File: config.mk
export PLATFORM = sky130hd
export DESIGN_NAME = press_contact_sequence_monitor
export DESIGN_NICKNAME = d
export VERILOG_FILES = /design/src/press_monitor_pkg.sv /design/src/press_contact_sequence_monitor.sv /design/src/pulse_timer.sv
export SDC_FILE = /design/constraint.sdc
export NUM_CORES = 1
export LEC_CHECK = 0
export BUFFER_PORTS_ARGS = -buffer_cell sky130_fd_sc_hd__buf_2
export CELL_PAD_IN_SITES_DETAIL_PLACEMENT = 1
export CELL_PAD_IN_SITES_GLOBAL_PLACEMENT = 1
export CORE_MARGIN = 2
export CORE_UTILIZATION = 35
export CTS_CLUSTER_DIAMETER = 60
export DETAILED_ROUTE_END_ITERATION = 7
export PLACE_DENSITY = 0.68
export SLEW_MARGIN = 20
export SYNTH_ARGS = -nofsm -noshare
export SYNTH_HDL_FRONTEND = slang
export SYNTH_HIERARCHICAL = 1
export SYNTH_SLANG_ARGS = --single-unit
File: constraint.sdc
create_clock -name SYS_CLK -period 2.67 [get_ports SYS_CLK]
set_input_delay 0 -clock SYS_CLK [delete_from_list [all_inputs] [get_ports SYS_CLK]]
set_output_delay 0 -clock SYS_CLK [all_outputs]
set_load 0.01 [all_outputs]
File: src/press_monitor_pkg.sv
// Constants and types for the eccentric press contact sequence monitor.
// Assumes a 200 MHz system clock; all times become cycle counts here.
package press_monitor_pkg;

  // ----------------------------------------------------------------------
  // Timing
  // ----------------------------------------------------------------------
  localparam int unsigned CLK_MHZ = 200;
  localparam int unsigned RESTART_SHORT_MS = 100;
  localparam int unsigned RESTART_LONG_MS = 350;
  localparam int unsigned RESTART_MAX_S = 30;
  // Least times round up; exact here since the rate is whole MHz
  localparam longint unsigned RESTART_SHORT_CYC =
    longint'(RESTART_SHORT_MS) * 1000 * CLK_MHZ;
  localparam longint unsigned RESTART_LONG_CYC =
    longint'(RESTART_LONG_MS) * 1000 * CLK_MHZ;
  localparam longint unsigned RESTART_MAX_CYC =
    longint'(RESTART_MAX_S) * 1000000 * CLK_MHZ;
  localparam int unsigned CNT_W = 33;

  // ----------------------------------------------------------------------
  // Reset values and status layout
  // ----------------------------------------------------------------------
  localparam logic RELEASE_RST = 1'b0;
  localparam int unsigned EVT_CONTACT = 0;
  localparam int unsigned EVT_RAMP = 1;
  localparam int unsigned EVT_RESTART = 2;
  localparam int unsigned EVT_W = 3;
  localparam logic [2:0] EVT_RST = 3'h0;

  // Press cycle phase
  typedef enum logic [1:0] {
    PH_TOP,
    PH_STROKE,
    PH_STARTUP
  } phase_t;

endpackage

File: src/press_contact_sequence_monitor.sv
// Eccentric press contact sequence monitor: release, phase and error flags.
// Assumes contact pins are asynchronous; configuration and stop/run inputs
// come from controller logic on SYS_CLK; configuration is static during operation.
`timescale 1ns/100ps
module press_contact_sequence_monitor (
  input wire logic SYS_CLK,
  input wire logic ARST_N,
  input wire logic UPPER_POSITION_CONTACT,
  input wire logic LOWER_POSITION_CONTACT,
  input wire logic ADVANCE_CONTACT,
  input wire logic RESTART_IN,
  input wire logic DRIVE_CMD,
  input wire logic RUN_MODE,
  input wire logic CFG_ADVANCE_EN,
  input wire logic CFG_RESTART_EN,
  input wire logic CFG_RESTART_LONG,
  input wire logic CFG_ERROR_FLAG_EN,
  input wire logic [4:0] REG_ADDR,
  input wire logic [31:0] REG_WDATA,
  input wire logic REG_WR,
  input wire logic REG_RD,
  output logic [31:0] REG_RDATA,
  output logic IRQ,
  output logic RELEASE,
  output logic UPPER_AREA,
  output logic STARTUP_AREA,
  output logic CONTACT_ERROR,
  output logic RAMP_DOWN_ERROR,
  output logic RESTART_REQUIRED,
  output logic ERROR_FLAG
);

  // ----------------------------------------------------------------------
  // Register map
  // ----------------------------------------------------------------------
  localparam logic [4:0] ADDR_STATUS = 5'h00;
  localparam logic [4:0] ADDR_EVENTS = 5'h04;
  localparam logic [4:0] ADDR_CLEAR = 5'h08;
  localparam logic [4:0] ADDR_ENABLE = 5'h0C;

  // ----------------------------------------------------------------------
  // Input synchronisers
  // ----------------------------------------------------------------------
  logic [3:0] sync1_q;
  logic [3:0] sync2_q;
  logic upper;
  logic lower;
  logic adv;
  logic rst_lvl;

  // Pins are asynchronous to SYS_CLK; first stage feeds only second
  always_ff @(posedge SYS_CLK or negedge ARST_N) begin
    if (!ARST_N) begin
      sync1_q <= 4'h0;
      sync2_q <= 4'h0;
    end else begin
      sync1_q <= {RESTART_IN, ADVANCE_CONTACT, LOWER_POSITION_CONTACT,
                  UPPER_POSITION_CONTACT};
      sync2_q <= sync1_q;
    end
  end

  assign upper = sync2_q[0];
  assign lower = sync2_q[1];
  assign adv = sync2_q[2] & CFG_ADVANCE_EN;
  assign rst_lvl = sync2_q[3] & CFG_RESTART_EN;

  // ----------------------------------------------------------------------
  // Edge detection and start-up capture
  // ----------------------------------------------------------------------
  logic upper_q;
  logic lower_q;
  logic adv_q;
  logic drive_q;
  logic run_q;
  logic [1:0] prime_q;
  logic primed_q;

  // Previous values; primed waits until the synchronisers and the previous
  // values hold real pin levels, so a contact high at reset is not an edge
  always_ff @(posedge SYS_CLK or negedge ARST_N) begin
    if (!ARST_N) begin
      upper_q <= 1'b0;
      lower_q <= 1'b0;
      adv_q <= 1'b0;
      drive_q <= 1'b0;
      run_q <= 1'b0;
      prime_q <= 2'h0;
      primed_q <= 1'b0;
    end else begin
      upper_q <= upper;
      lower_q <= lower;
      adv_q <= adv;
      drive_q <= DRIVE_CMD;
      run_q <= RUN_MODE;
      prime_q <= {prime_q[0], 1'b1};
      primed_q <= prime_q[1];
    end
  end

  logic upper_rise;
  logic upper_fall;
  logic lower_rise;
  logic lower_fall;
  logic adv_fall;
  logic drive_fall;
  logic run_start;
  logic restart_ok;

  assign upper_rise = primed_q & upper & ~upper_q;
  assign upper_fall = primed_q & ~upper & upper_q;
  assign lower_rise = primed_q & lower & ~lower_q;
  assign lower_fall = primed_q & ~lower & lower_q;
  assign adv_fall = primed_q & ~adv & adv_q;
  assign drive_fall = DRIVE_CMD & ~DRIVE_CMD | (~DRIVE_CMD & drive_q);
  assign run_start = RUN_MODE & ~run_q;

  // ----------------------------------------------------------------------
  // Restart pulse qualification
  // ----------------------------------------------------------------------
  pulse_timer u_pulse_timer (
    .clk(SYS_CLK),
    .arst_n(ARST_N),
    .level(rst_lvl),
    .long_min(CFG_RESTART_LONG),
    .valid_q(restart_ok)
  );

  logic clear_err;
  // Restart clears only if enabled; stop/run always clears
  assign clear_err = (restart_ok & CFG_RESTART_EN) | run_start;

  // ----------------------------------------------------------------------
  // Contact sequence checks
  // ----------------------------------------------------------------------
  logic seq_bad;
  // Each upper and lower contact edge must occur in its documented phase relation
  assign seq_bad = (upper_rise & ~lower) |
                   (upper_fall & lower) |
                   (lower_rise & upper) |
                   (lower_fall & ~upper);

  // Drive history while parked at the upper point
  logic drive_ok_q;
  logic ramp_bad;

  // Drive must stay high or complete a fall while at the upper point
  always_ff @(posedge SYS_CLK or negedge ARST_N) begin
    if (!ARST_N) begin
      drive_ok_q <= 1'b1;
    end else if (upper_rise) begin
      drive_ok_q <= DRIVE_CMD;
    end else if (upper & drive_fall) begin
      drive_ok_q <= 1'b1;
    end else if (upper & ~DRIVE_CMD & ~drive_q & drive_ok_q) begin
      drive_ok_q <= drive_ok_q;
    end else if (upper & ~DRIVE_CMD & drive_ok_q & ~drive_fall) begin
      drive_ok_q <= drive_ok_q;
    end
  end

  // Judged on the falling upper edge with lower low
  assign ramp_bad = upper_fall & ~lower & ~drive_ok_q;

  // ----------------------------------------------------------------------
  // Latched errors
  // ----------------------------------------------------------------------
  logic contact_err_q;
  logic ramp_err_q;
  logic restart_req_q;

  // A new error in the clearing cycle wins over the clear
  always_ff @(posedge SYS_CLK or negedge ARST_N) begin
    if (!ARST_N) begin
      contact_err_q <= 1'b0;
      ramp_err_q <= 1'b0;
      restart_req_q <= 1'b0;
    end else begin
      if (seq_bad) begin
        contact_err_q <= 1'b1;
      end else if (clear_err) begin
        contact_err_q <= 1'b0;
      end
      if (ramp_bad) begin
        ramp_err_q <= 1'b1;
      end else if (clear_err) begin
        ramp_err_q <= 1'b0;
      end
      if (seq_bad | ramp_bad) begin
        restart_req_q <= 1'b1;
      end else if (clear_err) begin
        restart_req_q <= 1'b0;
      end
    end
  end

  // ----------------------------------------------------------------------
  // Press phase tracking
  // ----------------------------------------------------------------------
  press_monitor_pkg::phase_t phase_q;

  always_ff @(posedge SYS_CLK or negedge ARST_N) begin
    if (!ARST_N) begin
      phase_q <= press_monitor_pkg::PH_TOP;
    end else if (!primed_q) begin
      phase_q <= upper ? press_monitor_pkg::PH_TOP
                       : press_monitor_pkg::PH_STROKE;
    end else begin
      unique case (phase_q)
        press_monitor_pkg::PH_TOP: begin
          if (upper_fall) begin
            phase_q <= press_monitor_pkg::PH_STROKE;
          end
        end
        press_monitor_pkg::PH_STROKE: begin
          if (lower_rise) begin
            phase_q <= press_monitor_pkg::PH_STARTUP;
          end else if (upper_rise) begin
            phase_q <= press_monitor_pkg::PH_TOP;
          end
        end
        press_monitor_pkg::PH_STARTUP: begin
          if (adv_fall | upper_rise) begin
            phase_q <= press_monitor_pkg::PH_TOP;
          end else if (lower_fall) begin
            phase_q <= press_monitor_pkg::PH_STROKE;
          end
        end
      endcase
    end
  end

  // ----------------------------------------------------------------------
  // Process outputs, all registered
  // ----------------------------------------------------------------------
  logic any_err;
  assign any_err = contact_err_q | ramp_err_q;

  always_ff @(posedge SYS_CLK or negedge ARST_N) begin
    if (!ARST_N) begin
      RELEASE <= press_monitor_pkg::RELEASE_RST;
      UPPER_AREA <= 1'b0;
      STARTUP_AREA <= 1'b0;
      CONTACT_ERROR <= 1'b0;
      RAMP_DOWN_ERROR <= 1'b0;
      RESTART_REQUIRED <= 1'b0;
      ERROR_FLAG <= 1'b0;
    end else begin
      // High from start-up onward, dropped by any latched error
      RELEASE <= primed_q & ~any_err & ~seq_bad & ~ramp_bad;
      UPPER_AREA <= primed_q & (phase_q == press_monitor_pkg::PH_TOP) &
                    ~any_err;
      STARTUP_AREA <= primed_q &
                      (phase_q == press_monitor_pkg::PH_STARTUP) & ~any_err;
      CONTACT_ERROR <= contact_err_q;
      RAMP_DOWN_ERROR <= ramp_err_q;
      RESTART_REQUIRED <= restart_req_q;
      ERROR_FLAG <= CFG_ERROR_FLAG_EN & any_err;
    end
  end

  // ----------------------------------------------------------------------
  // Event status, clear and enable registers; interrupt
  // ----------------------------------------------------------------------
  logic [2:0] evt_q;
  logic [2:0] evt_en_q;
  logic [2:0] evt_set;
  logic [2:0] evt_clr;

  assign evt_set = {restart_ok & CFG_RESTART_EN, ramp_bad, seq_bad};
  assign evt_clr = (REG_WR && REG_ADDR == ADDR_CLEAR) ? REG_WDATA[2:0]
                                                       : 3'h0;

  // Set wins over a clear in the same cycle
  always_ff @(posedge SYS_CLK or negedge ARST_N) begin
    if (!ARST_N) begin
      evt_q <= press_monitor_pkg::EVT_RST;
      evt_en_q <= press_monitor_pkg::EVT_RST;
    end else begin
      evt_q <= (evt_q & ~evt_clr) | evt_set;
      if (REG_WR && REG_ADDR == ADDR_ENABLE) begin
        evt_en_q <= REG_WDATA[2:0];
      end
    end
  end

  always_ff @(posedge SYS_CLK or negedge ARST_N) begin
    if (!ARST_N) begin
      IRQ <= 1'b0;
    end else begin
      IRQ <= |((evt_q & ~evt_clr | evt_set) &
               (REG_WR && REG_ADDR == ADDR_ENABLE ? REG_WDATA[2:0]
                                                   : evt_en_q));
    end
  end

  // Read data one cycle after the strobe; unmapped reads return zero
  always_ff @(posedge SYS_CLK or negedge ARST_N) begin
    if (!ARST_N) begin
      REG_RDATA <= 32'h00000000;
    end else if (REG_RD) begin
      unique case (REG_ADDR)
        ADDR_STATUS: REG_RDATA <= {26'h0000000, phase_q, RELEASE,
                                   restart_req_q, ramp_err_q, contact_err_q};
        ADDR_EVENTS: REG_RDATA <= {29'h00000000, evt_q};
        ADDR_ENABLE: REG_RDATA <= {29'h00000000, evt_en_q};
        default: REG_RDATA <= 32'h00000000;
      endcase
    end else begin
      REG_RDATA <= 32'h00000000;
    end
  end

endmodule

File: src/pulse_timer.sv
// Restart pulse qualifier: measures the high time of a synchronised level.
// Assumes the input is already synchronised to SYS_CLK.
`timescale 1ns/100ps
module pulse_timer #(
  parameter logic [32:0] SHORT_CYC = 33'(press_monitor_pkg::RESTART_SHORT_CYC),
  parameter logic [32:0] LONG_CYC = 33'(press_monitor_pkg::RESTART_LONG_CYC),
  parameter logic [32:0] MAX_CYC = 33'(press_monitor_pkg::RESTART_MAX_CYC)
) (
  input wire logic clk,
  input wire logic arst_n,
  input wire logic level,
  input wire logic long_min,
  output logic valid_q
);
  logic [32:0] cnt_q;
  logic level_q;
  logic [32:0] min_cyc;

  assign min_cyc = long_min ? LONG_CYC : SHORT_CYC;

  // ----------------------------------------------------------------------
  // High time counter, saturates just past the maximum
  // ----------------------------------------------------------------------
  always_ff @(posedge clk or negedge arst_n) begin
    if (!arst_n) begin
      cnt_q <= '0;
      level_q <= 1'b0;
    end else begin
      level_q <= level;
      if (!level) begin
        cnt_q <= '0;
      end else if (cnt_q <= MAX_CYC) begin
        cnt_q <= cnt_q + 33'h000000001;
      end
    end
  end

  // Pulse on the falling edge when the high time sat inside the window
  always_ff @(posedge clk or negedge arst_n) begin
    if (!arst_n) begin
      valid_q <= 1'b0;
    end else begin
      valid_q <= level_q && !level && cnt_q >= min_cyc &&
                 cnt_q <= MAX_CYC;
    end
  end
endmodule
# --- After elaboration in Yosys (flattened, before gate mapping) ---
# Index checks and enable logic that the tools add are counted.
word_totals:
  register_bits: 77
  latch_bits: 0
  ramBits: 0
  romBits: 0
  inputBits: 51
  elab_cells: 127
  memories: 0
classes:
  add_sub_neg: 1
  mul: 0
  div_mod_pow: 0
  order_cmp: 2
  eq_ne: 9
  shifts: 0
  muxes: 21
  bitwise: 52
  reduce_logical: 14
ops:
  columns: ["cell", "count"]
  rows:
  - ["33-bit two-way mux", 2]
  - ["33-bit by 1-bit adder with 33-bit output, second input constant", 1]
  - ["33-bit greater-or-equal comparator", 1]
  - ["33-bit less-or-equal comparator, second input constant", 1]
  - ["1-bit AND", 30]
  - ["27-bit two-way mux", 1]
  - ["6-bit one-hot mux with 3 select lines", 1]
  - ["2-bit two-way mux", 6]
  - ["1-bit inverter", 11]
  - ["5-bit by 4-bit == test with 1-bit output, second input constant", 2]
  - ["4-bit != test, second input constant", 2]
  - ["2-bit nonzero test", 4]
  - ["1-bit two-way mux", 7]
  - ["1-bit bitwise OR", 7]
  - ["3-bit AND", 2]
  - ["3-bit two-way mux", 2]
  - ["6-bit two-way mux", 1]
  - ["2-bit one-hot mux with 3 select lines", 1]
  - ["5-bit by 3-bit == test with 1-bit output, second input constant", 1]
  - ["1-bit logical AND", 5]
  - ["5-bit zero test", 1]
  - ["3-bit != test, second input constant", 1]
  - ["3-bit inverter", 1]
  - ["3-bit bitwise OR", 1]
  - ["other kinds (7)", 7]

# --- Depth between registers and ports, before layout ---
# Gate-level depths: netlist of run 1.
depth:
  ltp_word: 10
  mapped_depth: 10

# --- Hierarchy ---
# The synthesis of run 1 kept the hierarchy.
modules_own_cells:
  columns: ["module", "instances", "cells_each", "area_each_um2", "seq_area_each_um2"]
  rows:
  - ["pulse_timer", 1, 256, 2268.4, 875.8]
  - ["press_contact_sequence_monitor", 1, 150, 1804.2, 1052.3]

# --- Worst setup path after synthesis of run 1 ---
# No wires, ideal clock.
synth_path:
  path_type: "reg2reg"
  from: "register u_pulse_timer.cnt_q[20]"
  to: "register u_pulse_timer.cnt_q[11]"
  setup_time_ns: 0.078
  t_arrival_ns: 2.468
  required_ns: 2.592
  slack_ns: 0.124
  stages_incl_launch_ff: 8
  path_cell_list: "dfrtp_1 -> or4_1 -> nand2b_4 -> or4_4 -> o31a_4 -> buf_6 -> or4_1 -> a21oi_1"
synth_via:
  elab_chain_cells: 2
synth_rtl:
  columns: ["item", "line", "source"]
  rows:
  - ["start: declaration", "pulse_timer.sv:15", "logic [32:0] cnt_q;"]
  - ["start signal: assignment", "pulse_timer.sv:33", "cnt_q <= cnt_q + 33'h000000001;"]
  - ["33-bit less-or-equal comparator", "pulse_timer.sv:32", "end else if (cnt_q <= MAX_CYC) begin"]
  - ["2-bit != test (no line)", null, null]
# Every way passes these cells.
# A chain may end at the register's enable or synchronous reset.

# --- Final worst setup path of run 1 ---
layout_path:
  from: "register u_pulse_timer.cnt_q[20]"
  to: "register u_pulse_timer.valid_q"
layout_via:
  elab_chain_cells: 3
  word_cells_on_any_way: 4
layout_rtl:
  columns: ["item", "line", "source"]
  rows:
  - ["33-bit greater-or-equal comparator", "pulse_timer.sv:43", "valid_q <= level_q && !level && cnt_q >= min_cyc &&"]
  - ["1-bit logical AND", "pulse_timer.sv:43", null]
  - ["1-bit logical AND (*)", "pulse_timer.sv:43", null]
  - ["end signal: assignment", "pulse_timer.sv:43", null]
  - ["end: declaration", "pulse_timer.sv:13", "output logic valid_q"]
# Every way passes the cells marked *; elsewhere a longest branch is shown, timed or not.

==> impl_metrics.toml, run 1 <==
[yosys]
netlist_area_um2 = 4070
yosysTopAreaCellShare_pct = 46.7
ys.warnings.count = 6
synth_cell_types = 62
postSynthCellCount = 406
ys_ff_latch = 77
synth_flop_cell = "dfrtp_1"
ys_async_sr_fraction_pct = 100
synth_area_leaders = "dfrtp_1 (47%), buf_4 (4.8%), ha_1 (4.3%)"
ys_seq_area_share_pct = 47.3
synth-edff-count = 0
syn_avg_cell_area_um2 = 10.0
synth_top_cell_by_area = "dfrtp_1"

[setup_path]
crit_fanout = 5
slowest_stage = "or4_4"
worstPathRequired_ns = 2.92
path_cells = "or4_4 > nand2b_4 > or4_4 > o31a_4 > or4b_1 > a31oi_1"
critical_path_arrival_ns = 2.86
end_kind = "flip-flop"
critPathKind = "reg2reg"
slowest_delay_ns = 0.57
crit_top_cell = "or4_4"
start_kind = "flip-flop"

[grt]
grt_pass1_wl_mm = 17.6
grt_pass1_vias = 3506
grt-ovfl-total = 0
antenna_found_initial = 0
grt_max_degree = 78
track_usage_pct = 17.2

[floorplan]
die_h_um = 112
rows = 39
die_x_um = 112
core_um2 = 11400
start_util_pct = 35.8
io_pins = 91
die_area_um2 = 12500

[cts]
cts_buffer_depth = 2
clkTransAtPathRegs_ns = 0.06
clock_latency_ns = 0.34
numClockSinks = 77
cts_setup_buffers = 0
cts-root-buf = "clkbuf_16"
cts_tree = "done"
htree_levels = 3
numCtsBuffers = 9

[power_and_ir_drop]
leakage_nw = 2.21
vdd_drop_max_uv = 252
switching_share_pct = 25.5
p_int_mw = 2.08
power_frac_seq_pct = 45.2
power.density_nw_per_um2 = 554
power.share.clock_pct = 44.9
switchingPower_mw = 0.713
p_comb_share_pct = 9.9

[route]
first_pass_iters = 4
drc_errors = 0
ant_nets = 0
vias = 3414
dr.first_iter.drc_count = 175
wl_mm = 10.3
vias_per_cell = 5.36
wl_per_cell_um = 16.1

[final_layout]
fillers = 1288
drive_gt1_share_pct = 22.1
fin_cells = 637
layout_commonest_cell = "dfrtp_1"
seq_area_um2 = 1930
multi_input_area_um2 = 1980
final_cell_mix = "dfrtp_1 (76), buf_2 (34), buf_4 (34)"
antennaDiodeCount = 0
design.final.nets = 554
area_growth_pct = 23.6

[placement]
post-place-cells = 604
routabilityCongestion = 0.819
port_buffers = 35
hpwl_mm = 6.79

[worst_hold_path]
hp-class = "in2reg"

[sta]
finalHoldViolCount = 0
setup_viol = 0
slew_viol_final = 0
rsz0062_at_grt = "true"
min_period_over_period_pct = 97.8
max_freq_mhz = 383
fin_hold_ws_ns = 0.0342
fin_skew_ns = 0.00655
tightest_slew_ns = 0.939
layout_min_cycle_time_ns = 2.61
max-slew-margin-rel_pct = 37.3

[outcome]
status = "completed"

[flow_run]
drv_cap = 0
final timing paths:
kind                                                      from                                   to  slack, ns  cells past startpoint
max                        u_pulse_timer/cnt_q[20]$_DFFE_PN0P_      u_pulse_timer/valid_q$_DFF_PN0_       0.06                      6
min                                                REG_ADDR[2]                   evt_q[0]$_DFF_PN0_       0.03                      3
max reg2reg                u_pulse_timer/cnt_q[20]$_DFFE_PN0P_      u_pulse_timer/valid_q$_DFF_PN0_       0.06                      6
min reg2reg                               sync1_q[3]$_DFF_PN0_                 sync2_q[3]$_DFF_PN0_       0.35                      0
max in group asynchronous                               ARST_N      u_pulse_timer/valid_q$_DFF_PN0_       1.90                      2
min in group asynchronous                               ARST_N  u_pulse_timer/cnt_q[12]$_DFFE_PN0P_       0.23                      2
critical path: cells and delay by family (launching register included):
family	cells	cell delay, ns
simple gates	4	1.79
flops	1	0.37
compound gates	2	0.36
registers in the layout (all words and copies together) (netlist names), 2 cells and up:
| name | count |
|---|---|
| u_pulse_timer/cnt_q | 33 |
| REG_RDATA | 6 |
| sync1_q | 4 |
| sync2_q | 4 |
| evt_en_q | 3 |
| evt_q | 3 |
| phase_q | 2 |
| prime_q | 2 |
cells by family after synthesis:
group	synth area share, %
compound gates	14.5
buf+inv	8.05
xor+xnor	0.430
other cells	0.184
fa+ha+maj	4.30
flops	47.3
mux	3.23
simple gates	21.9
timing repair:
action | CTS | global route
endpoints found under the setup margin | 8 | 23
resized for setup | 0 | 8
hold endpoints to repair | 95 | 0
hold buffers | 14 | 0
gates cloned | 1 | 2
through the flow:
stage / TNS [ns] / cell area (µm²) / setup slack (ns) / total power, mW / util (%)
after floorplan: 0 / 4170 / 0.124 / 1.46 / -
after CTS: 0 / 4970 / 0.00768 / 2.84 / 43.7
after global routing: -0.0165 / 5030 / -0.00741 / 2.93 / 44.3
after global placement: -0.0416 / 4520 / -0.0416 / 1.53 / 39.7
final: 0 / 5030 / 0.0580 / 2.79 / 44.3
after detailed placement: -0.0255 / 4520 / -0.0255 / 1.54 / 39.7
cell type report:
cell class,count,area share (%)
well taps,143,3.55
repair buffers,83,11.5
flip-flops and latches,77,38.3
multi-input cells,300,39.3
clock buffers,9,4.47
inverters,18,1.34
clock inverters,7,1.57
layer usage:
layer | GRT usage [%] | wire [µm]
met5 | 0 | 0
met1 | 23.9 | 4920
met3 | 3.54 | 363
met4 | 5.19 | 120
met2 | 27.3 | 4880
power groups by stage:
stage / combinational [mW] / sequential (mW) / clock, mW
3_3_place_gp: 0.252 / 1.28 / 0
4_1_cts: 0.281 / 1.26 / 1.29
6_report: 0.275 / 1.26 / 1.25
5_1_grt: 0.314 / 1.27 / 1.34
3_5_place_dp: 0.260 / 1.28 / 0
2_1_floorplan: 0.176 / 1.28 / 0
Yosys cell counts, types with 3 or more instances:
| cell type | number |
|---|---|
| and3_1 | 6 |
| inv_1 | 16 |
| nor2_1 | 13 |
| mux2_2 | 5 |
| or4_1 | 17 |
| dfrtp_1 | 76 |
| nand2b_1 | 9 |
| or3_1 | 11 |
| nand3_1 | 14 |
| buf_4 | 26 |
| nand4_1 | 13 |
| o21ai_0 | 14 |
| a32oi_1 | 3 |
| nor4_1 | 5 |
| o31ai_1 | 15 |
| mux2i_1 | 6 |
| nor3_1 | 9 |
| clkbuf_1 | 9 |
| a21oi_1 | 29 |
| ha_1 | 14 |
| o211ai_1 | 5 |
| nand2_1 | 32 |
| and4_1 | 4 |
| nor2b_1 | 6 |
| and2_1 | 4 |
Note: power is estimated with default switching activity, not from simulation.
==> inputs of run 2 (changes only) <==
--- a/config.mk
+++ b/config.mk
@@ -12,7 +12,7 @@
 export CORE_UTILIZATION = 35
 export CTS_CLUSTER_DIAMETER = 60
 export DETAILED_ROUTE_END_ITERATION = 7
-export PLACE_DENSITY = 0.68
+export PLACE_DENSITY = 0.65
 export SLEW_MARGIN = 20
 export SYNTH_ARGS = -nofsm -noshare
 export SYNTH_HDL_FRONTEND = slang
==> constraint.sdc (replaced) <==
create_clock -name SYS_CLK -period 3.3 [get_ports SYS_CLK]
set_input_delay 0 -clock SYS_CLK [delete_from_list [all_inputs] [get_ports SYS_CLK]]
set_output_delay 0 -clock SYS_CLK [all_outputs]
set_load 0.01 [all_outputs]
==> impl_metrics.toml, run 2 (same netlist as run 1, synthesis figures left out) <==
[cts]
cts-root-buf = "clkbuf_16"
clock_latency_ns = 0.34
numClockSinks = 77
cts_setup_buffers = 0
cts_resized = 0
cts_tree = "done"
clkTransAtPathRegs_ns = 0.07
htree_levels = 3
cts_buffer_depth = 2
numCtsBuffers = 9

[worst_hold_path]
hold_depth = 3
min_from = "REG_ADDR[2]"
min_to = "evt_q[0]$_DFF_PN0_"
hp-class = "in2reg"

[placement]
port_buffers = 35
hpwl_mm = 6.56
routabilityCongestion = 0.819
placed_area_um2 = 4290

[setup_path]
worstPathRequired_ns = 3.54
start_kind = "flip-flop"
reg2reg_slack_ns = 0.44
ff2ff_path_depth = 6
crit_fanout = 51
end_kind = "flip-flop"
critical_path_arrival_ns = 3.10
r2r-start = "u_pulse_timer/cnt_q[17]$_DFFE_PN0P_"
critPathKind = "reg2reg"
worstReg2RegEnd = "u_pulse_timer/valid_q$_DFF_PN0_"

[final_layout]
largest-register = "u_pulse_timer/cnt_q"
largest_reg_flops = 33
final_cell_mix = "dfrtp_1 (76), buf_2 (34), nand2_1 (32)"
final_util_pct = 41.5
reg_top3 = "u_pulse_timer/cnt_q (33), REG_RDATA (6)"
layout_commonest_cell = "dfrtp_1"
fin_area_um2 = 4720
antennaDiodeCount = 0
area_growth_pct = 15.9
design.final.nets = 521
drive_gt1_share_pct = 15.2

[sta]
setup_viol = 0
finalHoldViolCount = 0
layout_min_cycle_time_ns = 2.86
slew_viol_final = 0
tightest_slew_ns = 0.889
rsz0062_at_grt = "false"
max_freq_mhz = 350
setup_tns_ns = 0
min_period_over_period_pct = 86.6
max-slew-margin-rel_pct = 40.6
fin_skew_ns = 0.00905

[grt]
grt_pass1_vias = 3383
grt_pass1_wl_mm = 16.4
grt_max_degree = 78
antenna_found_initial = 0
track_usage_pct = 16.1
grt-ovfl-total = 0

[route]
drc_errors = 0
ant_nets = 0
vias_per_cell = 5.40
wl_per_cell_um = 16.0
dr.first_iter.drc_count = 95
vias = 3260
wl_mm = 9.69
first_pass_iters = 4

[floorplan]
die_x_um = 112
die_h_um = 112
io_pins = 91
start_util_pct = 35.8
rows = 39
die_area_um2 = 12500
core_um2 = 11400

[power_and_ir_drop]
leakage_nw = 2.02
power.density_nw_per_um2 = 462
vdd_drop_max_uv = 220

[flow_run]
drv_cap = 0

[outcome]
status = "completed"
run 2: cell count changes in the layout (fill, tap and decap cells not counted), sizes merged:
| cell | change |
|---|---|
| buf | -30 |
| o31a | -3 |
| bufinv | -1 |
| clkinv | +1 |
| clkinvlp | +1 |
| inv | -1 |
run 2: report_power, final:
part           leakage, nW  internal (mW)  total [mW]  switching (mW)
Clock                0.137          0.519       0.941           0.422
Sequential            1.00          0.991        1.02          0.0281
Combinational        0.884         0.0895       0.221           0.131
run 2: metal layers:
layer	part of all wire, %	GRT usage [%]	wire, µm
met2	48	26.6	4680
met3	2.6	2.50	252
met1	48	20.8	4620
met4	1.5	7.08	146
met5	0	0	0
run 2: through the flow:
| stage | hold WS [ns] | setup slack [ns] | std cells | total power, mW |
|---|---|---|---|---|
| floorplan | -0.296 | 0.754 | 431 | 1.18 |
| global placement | 0.107 | 0.560 | 574 | 1.24 |
| detailed placement | 0.113 | 0.505 | 574 | 1.25 |
| CTS | 0.0211 | 0.484 | 604 | 2.21 |
| global route | 0.0413 | 0.377 | 604 | 2.28 |
| finish | 0.0389 | 0.441 | 604 | 2.18 |
run 2: worst max path at each step:
stage | from | endpoint
6_report | u_pulse_timer/cnt_q[17]$_DFFE_PN0P_ | u_pulse_timer/valid_q$_DFF_PN0_
5_1_grt | u_pulse_timer/cnt_q[17]$_DFFE_PN0P_ | u_pulse_timer/valid_q$_DFF_PN0_
4_1_cts | u_pulse_timer/cnt_q[20]$_DFFE_PN0P_ | u_pulse_timer/valid_q$_DFF_PN0_
3_5_place_dp | u_pulse_timer/cnt_q[20]$_DFFE_PN0P_ | u_pulse_timer/valid_q$_DFF_PN0_
3_3_place_gp | u_pulse_timer/cnt_q[20]$_DFFE_PN0P_ | u_pulse_timer/valid_q$_DFF_PN0_
2_1_floorplan | u_pulse_timer/cnt_q[20]$_DFFE_PN0P_ | u_pulse_timer/cnt_q[11]$_DFFE_PN0P_
run 2: timing repair:
item | CTS | global route
hold buffers | 14 | 0
endpoints found under the hold margin | 95 | 0
endpoints found under the setup margin | 0 | 0
run 2: final cells by class:
cell class	instances	area [µm²]
fillers	1306	6650
flip-flops and latches	77	1930
multi-input cells	297	1910
repair buffers	53	352
clock buffers	9	225
well taps	143	179
inverters	18	67.6
clock inverters	7	56.3
run 2: critical path, stage by stage (launching register included):
cell and delay, ns:
dfrtp_1 0.46, or4_1 0.53, nand2b_4 0.16, or4_4 0.52, o31a_4 0.28, or4b_1 0.59, a31oi_1 0.18
